--- config.mk ---
export PLATFORM = sky130hd
export DESIGN_NAME = qbp_port_pair
export DESIGN_NICKNAME = d
export VERILOG_FILES = /design/src/hw/qbp_pkg.sv /design/src/hw/qbp_sync.sv /design/src/hw/qbp_port_pair.sv
export SDC_FILE = /design/constraint.sdc
export NUM_CORES = 1
export LEC_CHECK = 0
export BUFFER_PORTS_ARGS = -buffer_cell sky130_fd_sc_hd__buf_2
export CAP_MARGIN = 20
export CORE_MARGIN = 5
export CORE_UTILIZATION = 30
export CTS_CLUSTER_SIZE = 24
export DETAILED_ROUTE_END_ITERATION = 8
export SLEW_MARGIN = 20
export SYNTH_ARGS = -nofsm -noshare
export SYNTH_HDL_FRONTEND = slang
export SYNTH_SLANG_ARGS = --single-unit
--- constraint.sdc ---
create_clock -name clock_in -period 2 [get_ports clock_in]
set_input_delay 0.4 -clock clock_in [delete_from_list [all_inputs] [get_ports clock_in]]
set_output_delay 0.4 -clock clock_in [all_outputs]
set_load 0.01 [all_outputs]
--- src/hw/qbp_pkg.sv ---
// Package for the two 4-bit bidirectional ports and their SFR map
package qbp_pkg;

   localparam int unsigned QBP_WIDTH = 4;
   localparam int unsigned QBP_ADDR_W = 8;

   // SFR nibble addresses
   localparam logic [7:0] QBP_ADDR_A_DATA      = 8'h0A;
   localparam logic [7:0] QBP_ADDR_B_DATA      = 8'h0B;
   localparam logic [7:0] QBP_ADDR_A_MODE_LO   = 8'h2A;
   localparam logic [7:0] QBP_ADDR_A_MODE_HI   = 8'h2B;
   localparam logic [7:0] QBP_ADDR_A_DIR       = 8'h2C;
   localparam logic [7:0] QBP_ADDR_B_MODE_LO   = 8'h2E;
   localparam logic [7:0] QBP_ADDR_B_MODE_HI   = 8'h2F;
   localparam logic [7:0] QBP_ADDR_B_DIR       = 8'h30;
   localparam logic [7:0] QBP_ADDR_B_IRQ_EN    = 8'h31;

   // Reset values
   localparam logic [3:0] QBP_RST_DATA = 4'h0;
   localparam logic [3:0] QBP_RST_DIR  = 4'h0;
   localparam logic [3:0] QBP_RST_MODE = 4'h0;
   localparam logic [3:0] QBP_RST_IRQ  = 4'h0;

   // Input mode codes (low bit set means high impedance)
   localparam logic [1:0] QBP_IN_PULL_DOWN = 2'h0;
   localparam logic [1:0] QBP_IN_PULL_UP   = 2'h2;

   // Output mode codes
   localparam logic [1:0] QBP_OUT_CMOS   = 2'h0;
   localparam logic [1:0] QBP_OUT_NOD    = 2'h1;
   localparam logic [1:0] QBP_OUT_POD    = 2'h2;
   localparam logic [1:0] QBP_OUT_HIZ    = 2'h3;

   // Synchroniser depth
   localparam int unsigned QBP_SYNC_STAGES = 2;

   // SFR access from the core
   typedef struct packed {
      logic       wr;
      logic       rd;
      logic [7:0] addr;
      logic [3:0] wdata;
   } qbp_sfr_req_t;

   // Pad controls for one port
   typedef struct packed {
      logic [3:0] out;
      logic [3:0] oe;
      logic [3:0] pull_up;
      logic [3:0] pull_down;
   } qbp_pad_t;

   // Pin behaviour from direction, mode and data
   function automatic void qbp_pin_ctl(
      input  logic       dir,
      input  logic [1:0] mode,
      input  logic       data,
      output logic       oe,
      output logic       pu,
      output logic       pd
   );
      oe = 1'b0;
      pu = 1'b0;
      pd = 1'b0;
      if (dir) begin
         unique case (mode)
            QBP_OUT_CMOS: oe = 1'b1;
            QBP_OUT_NOD:  oe = ~data;
            QBP_OUT_POD:  oe = data;
            QBP_OUT_HIZ:  oe = 1'b0;
         endcase
      end else if (!mode[0]) begin
         pu = (mode == QBP_IN_PULL_UP);
         pd = (mode == QBP_IN_PULL_DOWN);
      end
   endfunction

endpackage

--- src/hw/qbp_sync.sv ---
// Two-flop synchroniser bank for pin levels
`timescale 1ns/100ps
module qbp_sync #(
   parameter int unsigned WIDTH = 4
) (
   // Clock and reset
   input  wire logic             clock_in,
   input  wire logic             rst_in,
   // Data
   input  wire logic [WIDTH-1:0] async_in,
   output logic      [WIDTH-1:0] sync_out
);
   logic [WIDTH-1:0] meta_r;
   logic [WIDTH-1:0] meta_nxt;
   logic [WIDTH-1:0] sync_r;
   logic [WIDTH-1:0] sync_nxt;

   initial begin
      if (WIDTH < 1) $error("qbp_sync: WIDTH must be at least 1");
   end

   always_comb begin
      meta_nxt = async_in;
      sync_nxt = meta_r;
   end

   // First stage feeds only the second
   always_ff @(posedge clock_in) begin
      if (rst_in) begin
         meta_r <= '0;
         sync_r <= '0;
      end else begin
         meta_r <= meta_nxt;
         sync_r <= sync_nxt;
      end
   end

   assign sync_out = sync_r;
endmodule // qbp_sync

--- src/hw/qbp_port_pair.sv ---
// Two 4-bit bidirectional ports A and B with external interrupt 0
//
// Operation
// Each port has writable 4-bit output data
// Direction one drives output data onto pin
// Output pins read back stored data bit
// Input pins read back sampled pin level
// Reset clears all output data bits
// Pins change at write's state-2 clock edge
// Direction register: zero input, one output
// Reset clears direction; all pins inputs
// Two mode registers, 2-bit field per pin
// Input codes: pull-down, pull-up, high impedance
// Output codes: CMOS, N-drain, P-drain, Hi-Z
// External interrupt 0 ORs port B inputs
// Per-pin enable gates interrupt 0 OR
// Pin levels synchronised before any use
`timescale 1ns/100ps
module qbp_port_pair
   import qbp_pkg::*;
#(
   parameter int unsigned WIDTH = 4
) (
   // Clock and reset
   input  wire logic             clock_in,
   input  wire logic             rst_in,
   // SFR bus from the core
   input  wire qbp_pkg::qbp_sfr_req_t sfr_req_in,
   output logic      [3:0]       sfr_rdata_out,
   output logic                  sfr_hit_out,
   // Port A pins
   input  wire logic [3:0]       port_a_pin_in,
   output qbp_pkg::qbp_pad_t     port_a_pad_out,
   // Port B pins
   input  wire logic [3:0]       port_b_pin_in,
   output qbp_pkg::qbp_pad_t     port_b_pad_out,
   // External interrupt 0 level
   output logic                  external_irq_zero_out
);
   import qbp_pkg::*;

   initial begin
      if (WIDTH != QBP_WIDTH) $error("qbp_port_pair: WIDTH must be 4");
   end

   // Register state
   logic [3:0] port_a_output_data_r;
   logic [3:0] port_a_output_data_nxt;
   logic [3:0] port_b_output_data_r;
   logic [3:0] port_b_output_data_nxt;
   logic [3:0] port_a_direction_r;
   logic [3:0] port_a_direction_nxt;
   logic [3:0] port_b_direction_r;
   logic [3:0] port_b_direction_nxt;
   logic [3:0] port_a_mode_low_pins_r;
   logic [3:0] port_a_mode_low_pins_nxt;
   logic [3:0] port_a_mode_high_pins_r;
   logic [3:0] port_a_mode_high_pins_nxt;
   logic [3:0] port_b_mode_low_pins_r;
   logic [3:0] port_b_mode_low_pins_nxt;
   logic [3:0] port_b_mode_high_pins_r;
   logic [3:0] port_b_mode_high_pins_nxt;
   logic [3:0] port_b_irq_enables_r;
   logic [3:0] port_b_irq_enables_nxt;
   logic [3:0] rdata_r;
   logic [3:0] rdata_nxt;
   logic       irq_r;
   logic       irq_nxt;
   qbp_pad_t   pad_a_r;
   qbp_pad_t   pad_a_nxt;
   qbp_pad_t   pad_b_r;
   qbp_pad_t   pad_b_nxt;

   logic [3:0] pin_a_sync;
   logic [3:0] pin_b_sync;
   logic       hit;

   // Pins are asynchronous to the core clock
   qbp_sync #(.WIDTH(8)) u_sync (
      .clock_in (clock_in),
      .rst_in   (rst_in),
      .async_in ({port_b_pin_in, port_a_pin_in}),
      .sync_out ({pin_b_sync, pin_a_sync})
   );

   // Read mux: stored bit for outputs, pin level for inputs
   function automatic logic [3:0] qbp_readback(
      input logic [3:0] dir,
      input logic [3:0] data,
      input logic [3:0] pins
   );
      qbp_readback = (dir & data) | (~dir & pins);
   endfunction

   // Build pad controls for one port from its registers
   function automatic qbp_pad_t qbp_pads(
      input logic [3:0] dir,
      input logic [3:0] data,
      input logic [3:0] mode_lo,
      input logic [3:0] mode_hi
   );
      logic [7:0] modes;
      logic       oe;
      logic       pu;
      logic       pd;
      modes = {mode_hi, mode_lo};
      qbp_pads.out = data;
      qbp_pads.oe = '0;
      qbp_pads.pull_up = '0;
      qbp_pads.pull_down = '0;
      for (int i = 0; i < 4; i++) begin
         qbp_pin_ctl(dir[i], modes[2*i +: 2], data[i], oe, pu, pd);
         qbp_pads.oe[i] = oe;
         qbp_pads.pull_up[i] = pu;
         qbp_pads.pull_down[i] = pd;
      end
   endfunction

   // Register writes
   always_comb begin
      port_a_output_data_nxt    = port_a_output_data_r;
      port_b_output_data_nxt    = port_b_output_data_r;
      port_a_direction_nxt      = port_a_direction_r;
      port_b_direction_nxt      = port_b_direction_r;
      port_a_mode_low_pins_nxt  = port_a_mode_low_pins_r;
      port_a_mode_high_pins_nxt = port_a_mode_high_pins_r;
      port_b_mode_low_pins_nxt  = port_b_mode_low_pins_r;
      port_b_mode_high_pins_nxt = port_b_mode_high_pins_r;
      port_b_irq_enables_nxt    = port_b_irq_enables_r;
      if (sfr_req_in.wr) begin
         unique case (sfr_req_in.addr)
            QBP_ADDR_A_DATA:    port_a_output_data_nxt = sfr_req_in.wdata;
            QBP_ADDR_B_DATA:    port_b_output_data_nxt = sfr_req_in.wdata;
            QBP_ADDR_A_DIR:     port_a_direction_nxt = sfr_req_in.wdata;
            QBP_ADDR_B_DIR:     port_b_direction_nxt = sfr_req_in.wdata;
            QBP_ADDR_A_MODE_LO: port_a_mode_low_pins_nxt = sfr_req_in.wdata;
            QBP_ADDR_A_MODE_HI: port_a_mode_high_pins_nxt = sfr_req_in.wdata;
            QBP_ADDR_B_MODE_LO: port_b_mode_low_pins_nxt = sfr_req_in.wdata;
            QBP_ADDR_B_MODE_HI: port_b_mode_high_pins_nxt = sfr_req_in.wdata;
            QBP_ADDR_B_IRQ_EN:  port_b_irq_enables_nxt = sfr_req_in.wdata;
            default: ;
         endcase
      end
   end

   always_ff @(posedge clock_in) begin
      if (rst_in) begin
         port_a_output_data_r    <= QBP_RST_DATA;
         port_b_output_data_r    <= QBP_RST_DATA;
         port_a_direction_r      <= QBP_RST_DIR;
         port_b_direction_r      <= QBP_RST_DIR;
         port_a_mode_low_pins_r  <= QBP_RST_MODE;
         port_a_mode_high_pins_r <= QBP_RST_MODE;
         port_b_mode_low_pins_r  <= QBP_RST_MODE;
         port_b_mode_high_pins_r <= QBP_RST_MODE;
         port_b_irq_enables_r    <= QBP_RST_IRQ;
      end else begin
         port_a_output_data_r    <= port_a_output_data_nxt;
         port_b_output_data_r    <= port_b_output_data_nxt;
         port_a_direction_r      <= port_a_direction_nxt;
         port_b_direction_r      <= port_b_direction_nxt;
         port_a_mode_low_pins_r  <= port_a_mode_low_pins_nxt;
         port_a_mode_high_pins_r <= port_a_mode_high_pins_nxt;
         port_b_mode_low_pins_r  <= port_b_mode_low_pins_nxt;
         port_b_mode_high_pins_r <= port_b_mode_high_pins_nxt;
         port_b_irq_enables_r    <= port_b_irq_enables_nxt;
      end
   end

   // Read path; unmapped addresses read zero with no hit
   always_comb begin
      hit = 1'b1;
      rdata_nxt = 4'h0;
      unique case (sfr_req_in.addr)
         QBP_ADDR_A_DATA: rdata_nxt = qbp_readback(port_a_direction_r,
            port_a_output_data_r, pin_a_sync);
         QBP_ADDR_B_DATA: rdata_nxt = qbp_readback(port_b_direction_r,
            port_b_output_data_r, pin_b_sync);
         QBP_ADDR_A_DIR:     rdata_nxt = port_a_direction_r;
         QBP_ADDR_B_DIR:     rdata_nxt = port_b_direction_r;
         QBP_ADDR_A_MODE_LO: rdata_nxt = port_a_mode_low_pins_r;
         QBP_ADDR_A_MODE_HI: rdata_nxt = port_a_mode_high_pins_r;
         QBP_ADDR_B_MODE_LO: rdata_nxt = port_b_mode_low_pins_r;
         QBP_ADDR_B_MODE_HI: rdata_nxt = port_b_mode_high_pins_r;
         QBP_ADDR_B_IRQ_EN:  rdata_nxt = port_b_irq_enables_r;
         default:            hit = 1'b0;
      endcase
      if (!sfr_req_in.rd) begin
         rdata_nxt = 4'h0;
      end
   end

   // Pads registered: a write in state 1 shows at the edge that ends state 2
   always_comb begin
      pad_a_nxt = qbp_pads(port_a_direction_r, port_a_output_data_r,
         port_a_mode_low_pins_r, port_a_mode_high_pins_r);
      pad_b_nxt = qbp_pads(port_b_direction_r, port_b_output_data_r,
         port_b_mode_low_pins_r, port_b_mode_high_pins_r);
      // Output pins excluded so own drive never fires the interrupt
      irq_nxt = |(pin_b_sync & port_b_irq_enables_r
         & ~port_b_direction_r);
   end

   always_ff @(posedge clock_in) begin
      if (rst_in) begin
         rdata_r <= 4'h0;
         pad_a_r <= '0;
         pad_b_r <= '0;
         irq_r   <= 1'b0;
      end else begin
         rdata_r <= rdata_nxt;
         pad_a_r <= pad_a_nxt;
         pad_b_r <= pad_b_nxt;
         irq_r   <= irq_nxt;
      end
   end

   assign sfr_rdata_out         = rdata_r;
   assign sfr_hit_out           = hit & (sfr_req_in.rd | sfr_req_in.wr);
   assign port_a_pad_out        = pad_a_r;
   assign port_b_pad_out        = pad_b_r;
   assign external_irq_zero_out = irq_r;
endmodule // qbp_port_pair

==> flow_metrics.tcl, run 1 <==
set metrics [dict create \
    syn_avg_cell_area_um2 10.30 \
    worst_ep_arrival_time_ps 1540 \
    yosys-top-cells-count "dfxtp_1, mux2i_1, nor2_1, nor2b_1, nand2_1" \
    fmax_mhz 516.5 \
    syn_to_final_growth_pct 25.45 \
    rr_endpoint "sfr_rdata_out[2]" \
    firstDrtPassIters 4 \
    place_congestion 0.9447 \
    slew_viol_final 0 \
    p_int_mw 2.878 \
    gr-usage-all-layers 0.1340 \
    synth_cell_type_count 38 \
    grt-ovfl-total 0 \
    sw_frac_of_total 0.2183 \
    endpoint "sfr_hit_out" \
    synth_fp_nets 360 \
    finClkSkew_ps 7.456 \
    rsz0062_at_grt "no" \
    start_util 0.3044 \
    cpMaxStageDelayCell "or3_4" \
    yosys_warnings 0 \
    cts_buffers 9 \
    critPathTopFamily "simple AND/OR/NAND/NOR gates" \
    diodes 0 \
    peakVddDrop_mv 0.4680 \
    p_seq_frac 0.490 \
    synth_seq_cells 89 \
    num_rows 39 \
    synthTopCellsByArea "dfxtp_1, mux2i_1, nor2b_1" \
    clockPowerShare 0.458 \
    clk_path_buf_depth 2 \
    fillers 1127 \
    status "finished, final reports clean" \
    crit_path_max_incr_delay_ps 410 \
    port_buffers 61 \
    whs_path_depth 2 \
    p_per_area_nw_per_um2 847.9 \
    worst_hold_path_type "in2reg" \
    multi_input_area_um2 1573 \
    tritoncts "built" \
    grt_pass1_vias 2763 \
    drtIter0Drc 188 \
    power_frac_comb 0.052 \
    synth_edf_count 0 \
    hold_violations 0 \
    ys.flop_type "dfxtp_1" \
    drt_wl_total_um 9038 \
    max_cap_viol_count 0 \
    clock_latency_ps 340 \
    r2r-start "port_a_direction_r[2]" \
    synth_area_um2 3461 \
    power_mw 3.681 \
    ys_seq_area_frac 0.5148 \
    clk_pin_slew_worst_paths_ps 60 \
    grt_max_degree 34 \
    coreArea_um2 11370 \
    path_class "in2out" \
    rrSetupSlack_ps 680 \
    ff2ff_path_depth 4 \
    switchingPower_mw 0.8037 \
    pin_count 62 \
    nets 432 \
    critPathLaunch "sfr_req_in[10]" \
    netlist.area_leader.share 0.5148 \
    drive_gt1_frac 0.2712 \
    wire_per_inst_um 16.26 \
    setup_viol 0 \
    finalCritPeriodShare 0.9681 \
    drtAntennaViolNets 0 \
    crit_required_ps 1600 \
    hpwl_um 6564 \
    synth.most_common_cell "dfxtp_1" \
    vias_per_cell 4.865 \
    regArea_um2 1782 \
    tightest_slew_ps 642.4 \
    maxSlewHeadroom 0.5650 \
    cts_sinks 89 \
    crit_cells 5 \
    chipWidth_um 117.4 \
    synthCells 336 \
    path_cells "buf_6 > or3_4 > nor4b_4 > o32a_1 > buf_2" \
    async_reset_ff_frac 0 \
    path_max_fanout 3 \
    htreeDepth 3 \
    synth_top_area_cell "dfxtp_1" \
    route.detailed.drc 0 \
    leakage_nw 1.827 \
    vias 2705 \
    grt_pass1_wl_um 14840 \
    die_area_um2 13780 \
    min_period_ps 1936 \
    critPathLaunchType "input port" \
    fin_setup_tns_ps 0 \
    die_h_um 117.4 \
    antenna_found_initial 0 \
    cp-end-kind "output pin" \
    cp_num_buf_inv 2 \
    root_buffer "clkbuf_16" \
]
## cells in the final DEF (no fill, tap or decap), types with 4 or more instances in the layout
cell / netlist / layout
nand2_1: 17 / 17
dfxtp_1: 89 / 89
nand3_1: 11 / 11
nor2_1: 38 / 38
clkbuf_16: 0 / 9
o21ai_0: 10 / 10
nor4b_1: 9 / 9
nor2b_1: 27 / 27
mux2_2: 4 / 4
a22oi_1: 7 / 7
buf_4: 0 / 21
buf_2: 5 / 60
and3_1: 7 / 7
mux2i_1: 51 / 51
nor4_1: 8 / 8
a21oi_1: 7 / 7
## state kept, by name (all words and copies together), names as in the netlist, 8 cells and up
| register | count |
|---|---|
| u_sync.meta_r | 8 |
| port_a_pad_out | 16 |
| port_b_pad_out | 16 |
| u_sync.sync_out | 8 |
## through the flow
stage	setup WS, ps	area [um^2]	util	cells	hold slack (ps)
after floorplan	139.2	3461	-	336	413.8
after global placement	55.51	4011	0.3528	538	423.9
after detailed placement	-22.15	4011	0.3528	538	423.9
after CTS	8.981	4320	0.3800	554	258.2
after global routing	5.590	4342	0.3819	556	281.4
final	63.83	4342	0.3819	556	271.1
## layer usage
layer / vias to the layer above / wire length [um] / global-route usage
met5: - / 0 / 0
met2: 90 / 4185 / 0.2051
met3: 15 / 594 / 0.04042
li1: 1330 / - / -
met4: 0 / 220 / 0.06091
met1: 1270 / 4038 / 0.1731
## how the worst min path moves through the flow
| stage | startpoint | to | slack, ps |
|---|---|---|---|
| finish | port_a_pin_in[1] | u_sync.meta_r[1] | 270 |
| global route | port_a_pin_in[0] | u_sync.meta_r[0] | 280 |
| CTS | port_a_pin_in[1] | u_sync.meta_r[1] | 260 |
| detailed placement | u_sync.meta_r[1] | u_sync.sync_out[1] | 420 |
| global placement | u_sync.meta_r[1] | u_sync.sync_out[1] | 420 |
| floorplan | u_sync.meta_r[0] | u_sync.sync_out[0] | 410 |
## timing repair
action,4_1_cts,5_1_grt
resized for setup,1,1
setup endpoints to repair,1,1
hold buffers,0,0
pin swaps,0,3
setup buffers,0,2
## kinds of logic (layout without fill, tap and decap cells)
kind of cell,after synthesis,in the layout,synth area share
AOI/OAI and AO/OA,32,32,0.05785
DFF,89,89,0.5148
and+or+nand+nor,134,134,0.2346
buffers and inverters,26,103,0.03217
muxes,55,55,0.1605
## power by group through the flow
stage               logic [mW]  registers [mW]  clock network [mW]
floorplan               0.0946            1.85                   0
global placement         0.185            1.84                   0
detailed placement       0.186            1.85                   0
CTS                      0.188            1.80                1.73
global route             0.207            1.81                1.81
finish                   0.190            1.81                1.69
## final cells by class
class | instances | share of cell area
clock inverter | 6 | 0.01499
timing repair buffer | 83 | 0.1127
tap | 143 | 0.04121
inverter | 4 | 0.003458
multi-input combinational | 221 | 0.3622
clock buffer | 10 | 0.05504
sequential | 89 | 0.4104
Note: power is estimated with default switching activity, not from simulation.
==> run 2, diff against run 1 <==
--- a/config.mk
+++ b/config.mk
@@ -5,6 +5,7 @@
 export SDC_FILE = /design/constraint.sdc
 export NUM_CORES = 1
 export LEC_CHECK = 0
+export ABC_AREA = 1
 export BUFFER_PORTS_ARGS = -buffer_cell sky130_fd_sc_hd__buf_2
 export CAP_MARGIN = 20
 export CORE_MARGIN = 5
==> flow_metrics.tcl, run 2 <==
set metrics [dict create \
    met2_length_um 3894 \
    place_congestion 0.9163 \
    grt-ovfl-total 0 \
    routedLengthMet1_um 4122 \
    vias_per_cell 4.558 \
    cpMaxStageDelayCell "nor2_4" \
    path_cells "buf_2 > inv_1 > nand2_1 > nor2_4 > nand2_1 > nand2_1 > nor2_1 > nand2_1 > o21a_1 > buf_2" \
    grt_pass1_wl_um 14460 \
    top_layer "met4" \
    tightest_slew_ps 434.1 \
    nets 545 \
    tritoncts "built" \
    chipWidth_um 116.7 \
    maxSlewHeadroom 0.7106 \
    root_buffer "clkbuf_16" \
    drt_wl_total_um 8841 \
    hold_violations 0 \
    setup_viol 0 \
    rsz0062_at_grt "no" \
    path_class "in2out" \
    coreArea_um2 11270 \
    crit_path_max_incr_delay_ps 190 \
    grt_pass1_vias 3029 \
    drtAntennaViolNets 0 \
    cp-end-kind "output pin" \
    pin_count 62 \
    critPathLaunchType "input port" \
    pre_cts_slack_ps 122.5 \
    yosys-top-cells-count "dfxtp_1, inv_1, nor2_1, nand2_1, a21oi_1" \
    synth_area_um2 3417 \
    synth_top_area_cell "dfxtp_1" \
    diodes 0 \
    synth_seq_cells 89 \
    ys.flop_type "dfxtp_1" \
    async_reset_ff_frac 0 \
    hpwl_um 6544 \
    antenna_found_initial 0 \
    synth_fp_nets 471 \
    path_max_fanout 7 \
    syn_to_final_growth_pct 25.12 \
    synth_cell_type_count 21 \
    synthTopCellsByArea "dfxtp_1, inv_1, nor2_1" \
    synth.most_common_cell "dfxtp_1" \
    synth_edf_count 0 \
    die_h_um 116.7 \
    firstDrtPassIters 4 \
    mostFrequentLayoutCells "dfxtp_1, inv_1, nor2_1" \
    leakage_nw 1.914 \
    synthCells 447 \
    worst_ep_arrival_time_ps 1470 \
    htreeDepth 3 \
    start_util 0.3031 \
    met3_wirelength_um 671 \
    fin_setup_tns_ps 0 \
    cts_sinks 89 \
    p_per_area_nw_per_um2 882.6 \
    num_rows 39 \
    cts_buffers 9 \
    clk_pin_slew_worst_paths_ps 60 \
    power_mw 3.774 \
    timing.final.ws_setup_ps 134.9 \
    port_buffers 61 \
    fmax_mhz 536.2 \
    crit_required_ps 1600 \
    max_cap_viol_count 0 \
    die_area_um2 13620 \
    fillers 1171 \
    crit_top_cell "nand2_1" \
    worst_hold_path_type "in2reg" \
    route.detailed.drc 0 \
    holdWs_ps 257.3 \
    wire_per_inst_um 13.22 \
    grt_max_degree 53 \
    clock_latency_ps 340 \
    utilization 0.3793 \
    ys_seq_area_frac 0.5214 \
    gr-usage-all-layers 0.1387 \
    final_common_cell "dfxtp_1" \
    post-cts-setup-buffer-count 0 \
    clk_path_buf_depth 2 \
    finalCritPeriodShare 0.9326 \
    syn_avg_cell_area_um2 7.644 \
    drtIter0Drc 195 \
    vias 3049 \
    netlist.area_leader.share 0.5214 \
    min_period_ps 1865 \
    drive_gt1_frac 0.2034 \
    finClkSkew_ps 6.989 \
    status "finished, final reports clean" \
    peakVddDrop_mv 0.3972 \
    yosys_warnings 0 \
    slew_viol_final 0 \
]
-- run 2: worst paths after layout --
check	end	cells after the start	slack, ps	from
setup / recovery	sfr_hit_out	10	130	sfr_req_in[6]
hold / removal	u_sync.meta_r[2]	3	260	port_a_pin_in[2]
setup reg to reg	sfr_rdata_out[0]	9	810	port_a_direction_r[0]
hold reg to reg	u_sync.sync_out[5]	2	410	u_sync.meta_r[5]
-- run 2: cells by family (layout without fill, tap and decap cells) --
group / after synthesis / count (layout) / share of synthesized area
compound gates: 98 / 98 / 0.1516
simple gates: 180 / 180 / 0.2351
buf+inv: 80 / 159 / 0.09191
flops: 89 / 89 / 0.5214
-- run 2: metal layers --
layer  global-route usage  up-vias
met5                    0        -
met4              0.04969        0
met3              0.04508       11
met2               0.2124      101
met1               0.1831     1360
li1                     -     1577
-- run 2: layout make-up --
type,instances,area (um^2),area share
flip-flops and latches,89,1782,0.4167
multi-input cells,278,1326,0.3102
repair buffers,74,402.9,0.09423
clock buffers,13,280.3,0.06555
inverters,69,259.0,0.06058
well taps,143,178.9,0.04185
clock inverters,3,46.29,0.01083
-- run 2: critical path: cells and delay by family --
| family | cells | cell delay [ps] |
|---|---|---|
| compound gates | 1 | 120 |
| buf+inv | 3 | 300 |
| simple gates | 6 | 620 |
-- run 2: metrics by stage --
stage               area, um^2  cells
floorplan                 3417    447
global placement          3944    653
detailed placement        3944    653
CTS                       4270    669
global route              4275    669
finish                    4275    669
-- run 2: timing repair --
| action | 4_1_cts | 5_1_grt |
|---|---|---|
| gates resized for setup | 0 | 1 |
| hold endpoints to repair | 0 | 0 |
| hold buffers | 0 | 0 |
| endpoints found under the setup margin | 0 | 1 |
-- run 2: power by group --
group          switching (mW)  internal [mW]  total (mW)
registers             0.00822           1.80        1.81
clock network           0.677           1.11        1.78
logic                   0.121         0.0620       0.183
total                   0.806           2.97        3.77
